$ cat src/include/irc_params.svh
// Purpose: constants for the interrupt input and reset configuration block
// Assumes: one master clock, CLK_IN, at 10 MHz (period 100 ns)
// Notes:   included by the top module only; the synchroniser gets its values as parameters
`ifndef IRC_PARAMS_SVH
`define IRC_PARAMS_SVH

`define IRC_CLK_PERIOD_NS   100
`define IRC_PROC_CLK_DIV    2
`define IRC_IRQ_WIDTH       6
`define IRC_HALF_IRQ_WIDTH  3
`define IRC_LANE_WIDTH      2
`define IRC_SYNC_STAGES     2
`define IRC_SYNC_IRQ_RST    3'h7
`define IRC_LANE_RST        2'h3
`define IRC_MRST_SYNC_RST   1'h0
`define IRC_IRQ_PEND_RST    6'h00
`define IRC_CFG_RST         4'hF
`define IRC_CFG_ADDR_BIT    0
`define IRC_CFG_BYTE_BIT    0

`endif

$ cat src/include/irc_pkg.sv
// Purpose: types for the interrupt input and reset configuration block
// Assumes: constants live in irc_params.svh
// Notes:   the option struct is the carrier for all captured mode bits
package irc_pkg;

   // whether shared pins are being read as mode bits or in normal use
   typedef enum logic [0:0] {
      IRC_CFG_SAMPLE = 1'b0,
      IRC_RUN        = 1'b1
   } irc_state_e;

   // captured reset configuration, 1 = pin was high at capture
   typedef struct packed {
      logic       addr_show_cache_bypass_opt;
      logic       msb_first_byte_order_opt;
      logic [1:0] reserved_tie_high_opt;
   } irc_cfg_s;

endpackage : irc_pkg

$ cat src/verilog/irc_sync.sv
// Purpose: multi-bit two-stage synchroniser for asynchronous pins
// Assumes: each bit is an independent level; no word coherency is given
// Notes:   the first stage feeds only the second stage
`timescale 1ns/10ps
`default_nettype none
module irc_sync #(
   parameter int                WIDTH   = 1,
   parameter logic [WIDTH-1:0]  RST_VAL = '0
) (
   input  wire logic             clk_in,   // master clock
   input  wire logic             rst_in,   // async reset, active high
   input  wire logic [WIDTH-1:0] async_in, // pin level
   output logic      [WIDTH-1:0] sync_out  // level after two flops
);

   logic [WIDTH-1:0] meta;

   // two flops; meta is read by sync_out alone to keep metastability contained
   always_ff @(posedge clk_in or posedge rst_in) begin
      if (rst_in) begin
         meta     <= RST_VAL;
         sync_out <= RST_VAL;
      end else begin
         meta     <= async_in;
         sync_out <= meta;
      end
   end

endmodule : irc_sync
`default_nettype wire

$ cat src/verilog/irc_top.sv
// Purpose: interrupt request inputs and reset configuration capture
// Assumes: direct irq inputs come from logic on CLK_IN; all other pins are asynchronous
// Notes:   CLK_IN is the double-rate master clock; one processor cycle is two CLK_IN edges
`timescale 1ns/10ps
`default_nettype none
`include "irc_params.svh"
module irc_top (
   input  wire logic                           CLK_IN,             // double-rate master clock
   input  wire logic                           RST_IN,             // async reset, active high
   input  wire logic                           MASTER_RESET_N_IN,  // master reset pin, active low
   input  wire logic [`IRC_HALF_IRQ_WIDTH-1:0] DIRECT_IRQ_N_IN,    // irq 5..3, pre-synchronised
   input  wire logic [`IRC_HALF_IRQ_WIDTH-1:0] SYNCED_IRQ_N_IN,    // irq 2..0, asynchronous
   input  wire logic [`IRC_LANE_WIDTH-1:0]     HALF_LANE_STROBE_N_IN,   // lane strobe pin level
   input  wire logic [`IRC_LANE_WIDTH-1:0]     BUS_LANE_STROBE_N_IN,    // strobe value from bus unit
   output logic      [`IRC_LANE_WIDTH-1:0]     HALF_LANE_STROBE_N_OUT,  // lane strobe pin drive
   output logic      [`IRC_LANE_WIDTH-1:0]     HALF_LANE_STROBE_OE_OUT, // high while driving
   output logic      [`IRC_IRQ_WIDTH-1:0]      IRQ_PEND_OUT,       // pending vector, active high
   output irc_pkg::irc_cfg_s                   CFG_OPT_OUT,        // captured options
   output logic                                RESET_ACTIVE_OUT,   // master reset seen, synced
   output logic                                SYSCLK_OUT          // processor-rate clock
);

   logic                           mrst_n_sync;
   logic [`IRC_HALF_IRQ_WIDTH-1:0] sirq_n_sync;
   logic [`IRC_LANE_WIDTH-1:0]     lane_n_sync;
   irc_pkg::irc_state_e            state;
   irc_pkg::irc_state_e            next_state;
   irc_pkg::irc_cfg_s              next_cfg;

   // master reset pin is asynchronous, so it is synchronised like the synced irq and lane strobe pins
   irc_sync #(
      .WIDTH   (1),
      .RST_VAL (`IRC_MRST_SYNC_RST)
   ) u_mrst_sync (
      .clk_in   (CLK_IN),
      .rst_in   (RST_IN),
      .async_in (MASTER_RESET_N_IN),
      .sync_out (mrst_n_sync)
   );

   // synced irq inputs may come from any asynchronous source
   irc_sync #(
      .WIDTH   (`IRC_HALF_IRQ_WIDTH),
      .RST_VAL (`IRC_SYNC_IRQ_RST)
   ) u_sirq_sync (
      .clk_in   (CLK_IN),
      .rst_in   (RST_IN),
      .async_in (SYNCED_IRQ_N_IN),
      .sync_out (sirq_n_sync)
   );

   // lane strobe pins read back as straps during reset
   irc_sync #(
      .WIDTH   (`IRC_LANE_WIDTH),
      .RST_VAL (`IRC_LANE_RST)
   ) u_lane_sync (
      .clk_in   (CLK_IN),
      .rst_in   (RST_IN),
      .async_in (HALF_LANE_STROBE_N_IN),
      .sync_out (lane_n_sync)
   );

   // processor clock is half the master clock, so a processor cycle is two edges
   always_ff @(posedge CLK_IN or posedge RST_IN) begin
      if (RST_IN) begin
         SYSCLK_OUT <= 1'b0;
      end else begin
         SYSCLK_OUT <= ~SYSCLK_OUT;
      end
   end

   // mode follows the synchronised master reset level
   always_comb begin
      next_state = mrst_n_sync ? irc_pkg::IRC_RUN : irc_pkg::IRC_CFG_SAMPLE;
   end

   always_ff @(posedge CLK_IN or posedge RST_IN) begin
      if (RST_IN) begin
         state            <= irc_pkg::IRC_CFG_SAMPLE;
         RESET_ACTIVE_OUT <= 1'b1;
      end else begin
         state            <= next_state;
         RESET_ACTIVE_OUT <= ~mrst_n_sync;
      end
   end

   // straps as they stand now; re-taken every cycle in reset, so the last one wins
   always_comb begin
      next_cfg.addr_show_cache_bypass_opt = DIRECT_IRQ_N_IN[`IRC_CFG_ADDR_BIT];
      next_cfg.msb_first_byte_order_opt   = sirq_n_sync[`IRC_CFG_BYTE_BIT];
      next_cfg.reserved_tie_high_opt      = lane_n_sync;
   end

   // capture only in sample mode; frozen in run mode whatever the pins do
   always_ff @(posedge CLK_IN or posedge RST_IN) begin
      if (RST_IN) begin
         CFG_OPT_OUT <= `IRC_CFG_RST;
      end else begin
         case (state)
            irc_pkg::IRC_CFG_SAMPLE: begin
               CFG_OPT_OUT <= next_cfg;
            end
            irc_pkg::IRC_RUN: begin
               CFG_OPT_OUT <= CFG_OPT_OUT;
            end
            default: begin
               CFG_OPT_OUT <= CFG_OPT_OUT;
            end
         endcase
      end
   end

   // pending vector; direct bits skip the synchroniser and so lead by two edges
   always_ff @(posedge CLK_IN or posedge RST_IN) begin
      if (RST_IN) begin
         IRQ_PEND_OUT <= `IRC_IRQ_PEND_RST;
      end else begin
         case (state)
            irc_pkg::IRC_RUN: begin
               IRQ_PEND_OUT <= ~{DIRECT_IRQ_N_IN, sirq_n_sync};
            end
            default: begin
               IRQ_PEND_OUT <= `IRC_IRQ_PEND_RST;
            end
         endcase
      end
   end

   // lane pins released while they are straps, driven by the bus unit otherwise
   always_ff @(posedge CLK_IN or posedge RST_IN) begin
      if (RST_IN) begin
         HALF_LANE_STROBE_N_OUT  <= `IRC_LANE_RST;
         HALF_LANE_STROBE_OE_OUT <= '0;
      end else begin
         case (next_state)
            irc_pkg::IRC_RUN: begin
               HALF_LANE_STROBE_N_OUT  <= BUS_LANE_STROBE_N_IN;
               HALF_LANE_STROBE_OE_OUT <= '1;
            end
            default: begin
               HALF_LANE_STROBE_N_OUT  <= `IRC_LANE_RST;
               HALF_LANE_STROBE_OE_OUT <= '0;
            end
         endcase
      end
   end
endmodule : irc_top
`default_nettype wire

$ cat config.mk
export PLATFORM = sky130hd
export DESIGN_NAME = irc_top
export DESIGN_NICKNAME = d
export VERILOG_FILES = /design/src/include/irc_pkg.sv /design/src/verilog/irc_sync.sv /design/src/verilog/irc_top.sv
export VERILOG_INCLUDE_DIRS = /design/src /design/src/include
export SDC_FILE = /design/constraint.sdc
export NUM_CORES = 1
export LEC_CHECK = 0
export ABC_CLOCK_PERIOD_IN_PS = 3140
export BUFFER_PORTS_ARGS = -buffer_cell sky130_fd_sc_hd__buf_2
export CAP_MARGIN = 0
export CORE_MARGIN = 4
export CORE_UTILIZATION = 50
export DETAILED_ROUTE_END_ITERATION = 8
export GPL_TIMING_DRIVEN = 0
export PLACE_DENSITY = 0.85
export SKIP_CTS_REPAIR_TIMING = 1
export SYNTH_ARGS = -nofsm -noshare
export SYNTH_HDL_FRONTEND = slang
export SYNTH_SLANG_ARGS = --single-unit
$ cat constraint.sdc
create_clock -name CLK_IN -period 3.14 [get_ports CLK_IN]
set_clock_uncertainty 0.2 [all_clocks]
set_input_delay 0.628 -clock CLK_IN [delete_from_list [all_inputs] [get_ports CLK_IN]]
set_output_delay 0.628 -clock CLK_IN [all_outputs]
set_load 0.03 [all_outputs]
# After elaboration in Yosys (flattened, before gate mapping)
# Index checks and enable logic that the tools add are counted.
# W data, S select, Z words.
[totals] mem_bits_ro=0 regBits=29 latchBits=0 ram_bits=0 in_bits=13 memories=0 word_cells=23 output_inout_bits=16
[classes] n_reduce_logical=0 n_addsub=0 shift=0 n_lt_le_gt_ge=0 muxes=5 n_eq_ne=0 bitwise=3 mul=0 n_div=0
[op_table] op="$mux W6" n=1
[op_table] op="$not A6 Y6" n=1
[op_table] op="$mux W2" n=2
[op_table] op="$mux W4" n=1
[op_table] op="$not A1 Y1" n=2
[op_table] op="$mux W1" n=1

# Longest topological paths before layout
[logic_depth] depth_word=2 ltp_mapped=2 ltp_nobuf=1

# Cells and area by module
# From an unflattened synthesis, not the netlist that was laid out.
[unflattened] cells_unflattened=48 hier_area_um2=855.8
[modules_own_cells] module="irc_top" n_inst=1 cells_per_inst=33 seq_area_each_um2=384.1 area_per_inst_um2=531.8
[modules_own_cells] module="irc_sync (u_sirq_sync)" n_inst=1 cells_per_inst=7 seq_area_each_um2=157.7 area_per_inst_um2=161.4
[modules_own_cells] module="irc_sync (u_lane_sync)" n_inst=1 cells_per_inst=5 seq_area_each_um2=105.1 area_per_inst_um2=108.9
[modules_own_cells] module="irc_sync (u_mrst_sync)" n_inst=1 cells_per_inst=3 seq_area_each_um2=50.0 area_per_inst_um2=53.8

# Least setup slack after synthesis
# Ideal clock, no wire load.
[synth_path] path_type="reg2out" start="register CFG_OPT_OUT[0] in the netlist's numbering" end="output CFG_OPT_OUT[0] in the netlist's numbering" arrival_time_ns=0.596 slack_ns=1.716 t_required_ns=2.312 path_stages_with_launch=1 n_path_buf=0 cell_sequence="dfstp_2"
[synth_lines] element="start, declared" line_no="irc_top.sv:18" source="output irc_pkg::irc_cfg_s CFG_OPT_OUT,"
[synth_lines] element="start signal, assigned" line_no="irc_top.sv:97" source="CFG_OPT_OUT <= `IRC_CFG_RST;"
[synth_lines] element="start signal, assigned" line_no="irc_top.sv:101" source="CFG_OPT_OUT <= next_cfg;"
# No word-level cell between the ends.

# Worst setup path after layout
[layout_path] start="register CFG_OPT_OUT[2] in the netlist's numbering" end="output CFG_OPT_OUT[2] in the netlist's numbering"
# No word-level cell between the ends.

==> results.cfg <==
[global_routing]
grt_pass1_wl_mm = 1.77
grt_max_degree = 28
antenna_found_initial = 0
globalRouteOverflowTotal = 0
grt_pass1_vias = 402
grt_use_total = 0.0987

[synth]
synth_area_um2 = 845
synth_top_area_cell = dfstp_2
yosys_warnings = 0
synth_common_cells = 17 x dfstp_2, 10 x dfrtp_1, 6 x nor2b_1
syn-instance-count = 45
ys_top_cells_by_area = dfstp_2 53%, dfrtp_1 30%, mux2_4 7.1%
synth.net_count = 58
synth_edf_count = 0
ys_seq_area_frac = 0.825
yosysUniqueCellTypes = 8
synthFlopType = dfstp_2
synth-seq-cells = 27
async_flop_share = 1.00
synth.most_common_cell = dfstp_2
synth_top_area_share = 0.529
syn_area_per_cell_um2 = 18.8

[critical_path]
crit_type = register to output pin
crit_path_top_delay_cell = dfstp_2
r2r_cells = 2
crit_chain = buf_2
path_buf_inv = 1
arrival_ns = 1.05
critPathMaxFanout = 2
reg2reg_from = HALF_LANE_STROBE_OE_OUT[0]
r2r_end = CFG_OPT_OUT[0]
endpoint_kind = output pin
slowest_delay_ns = 0.55
startpoint_type = register
rrSetupSlack_ns = 2.02
cp_top_family = flip-flops
crit_required_ns = 2.31

[timing]
period_minus_slack_ns = 1.88
tightest_slew_ns = 0.920
finalSetupTns_ns = 0
period_share = 0.600
setup_viol = 0
relSlewSlack = 0.386
finalMaxSlewViolations = 0
fmax_mhz = 531
final-hold-violation-count = 0
rsz0062_at_grt = false

[detailed_routing]
ant_nets = 0
num_vias = 421
vias_per_cell = 4.53
drtPass1Iterations = 1
wire_per_inst_um = 12.2
routed_wl_mm = 1.14
dr.first_iter.drc_count = 0
drc = 0

[power]
power.internal_w = 0.000454
switchingPower_w = 0.000141
power.density_nw_per_um2 = 577
combPwrFrac = 0.118
ir_worst_vdd_mv = 0.397
switching_share = 0.237
p_clk_frac = 0.236
seq_power_share = 0.647
p_leak_nw = 0.514

[cts]
cts_tree = done
htreeDepth = 1
cts.clk_slew.worst_paths_ns = 0.13
numClockSinks = 27
cts_root_buffer = clkbuf_4
clock_latency_ns = 0.31
cts_made_buffers = 3
clock_path_buffers = 2

[finish]
syn_to_final_growth_pct = 22.1
multi_input_area_um2 = 110
final_nets = 91
design_area_um2 = 1030
drive_above_1_share = 0.714
postLayoutCoreUtil = 0.661
fin_cells = 93
seq_area_um2 = 697
diodes = 0
nFillCells = 108

[placement]
dpl.cell_count = 89
dp_hpwl_um = 858
numPortBuffers = 28
gp_congestion = 0.623
dpl_cell_area_um2 = 1000

[floorplanning]
die_w_um = 49.1
die_y_um = 49.1
fp-row-count = 14
fp.dieArea_um2 = 2410
fp.coreArea_um2 = 1560
start_util = 0.542
ios = 29

[job]
maxCapViolCount = 0

[worst_hold_path]
whs_path_depth = 0
hold_end = u_lane_sync.sync_out[0]
worstHoldStart = u_lane_sync.meta[0]
min_path_type = register to register

[status]
status = complete, no violations
sequential cells by signal (all words and copies together), names as in the netlist:
| register | count |
|---|---|
| RESET_ACTIVE_OUT | 1 |
| SYSCLK_OUT | 1 |
| CFG_OPT_OUT | 4 |
| IRQ_PEND_OUT | 6 |
| u_mrst_sync.meta | 1 |
| HALF_LANE_STROBE_OE_OUT | 1 |
| u_sirq_sync.meta | 3 |
| u_mrst_sync.sync_out | 1 |
| u_lane_sync.sync_out | 2 |
| HALF_LANE_STROBE_N_OUT | 2 |
| u_lane_sync.meta | 2 |
| u_sirq_sync.sync_out | 3 |
metrics by stage:
stage | hold WS [ns] | worst slack [ns] | power (W)
after global placement | 0.136 | 1.52 | 0.000459
after floorplan | 0.131 | 1.72 | 0.000439
final | 0.165 | 1.26 | 0.000595
after global routing | 0.168 | 1.21 | 0.000623
after detailed placement | 0.144 | 1.45 | 0.000463
after CTS | 0.166 | 1.24 | 0.000604
cell type report:
class	count	area share
Buffer	3	0.0255
Tap cell	16	0.0194
Inverter	3	0.0109
Clock buffer	4	0.0255
Multi-Input combinational cell	12	0.107
Sequential cell	27	0.676
Timing Repair Buffer	28	0.136
worst max path at each step:
| stage | startpoint | cells past startpoint | end | slack (ns) |
|---|---|---|---|---|
| 2_1_floorplan | CFG_OPT_OUT[0] | 0 | CFG_OPT_OUT[0] | 1.72 |
| 3_3_place_gp | RST_IN | 2 | IRQ_PEND_OUT[0] | 1.52 |
| 3_5_place_dp | RST_IN | 2 | IRQ_PEND_OUT[5] | 1.45 |
| 4_1_cts | CFG_OPT_OUT[2] | 1 | CFG_OPT_OUT[2] | 1.24 |
| 5_1_grt | CFG_OPT_OUT[0] | 1 | CFG_OPT_OUT[0] | 1.21 |
| 6_report | CFG_OPT_OUT[2] | 1 | CFG_OPT_OUT[2] | 1.26 |
layer usage:
layer / wire (um) / track usage / vias up
met1: 433 / 0.104 / 199
met2: 559 / 0.165 / 21
met4: 14 / 0.0569 / 0
met3: 127 / 0.0398 / 2
met5: 0 / 0 / -
li1: - / - / 199
power groups by stage:
stage          registers (W)  clock network, W   logic, W
2_1_floorplan       0.000414                 0  0.0000248
3_3_place_gp        0.000390                 0  0.0000696
3_5_place_dp        0.000391                 0  0.0000713
4_1_cts             0.000386          0.000147  0.0000714
5_1_grt             0.000387          0.000161  0.0000753
6_report            0.000385          0.000140  0.0000699
cell families after synthesis:
group / synth area share
flip-flops: 0.825
AND/OR/NAND/NOR: 0.0593
multiplexers: 0.0711
buffers and inverters: 0.0444
cell usage in the layout (no fill, tap or decap), drive strengths merged:
cell and instances:
mux2 4, nor2b 6, inv 3, nand2b 2
buf 31, dfstp 17, dfrtp 10, clkbuf 4
No activity file was read; power rests on OpenSTA's default activity.
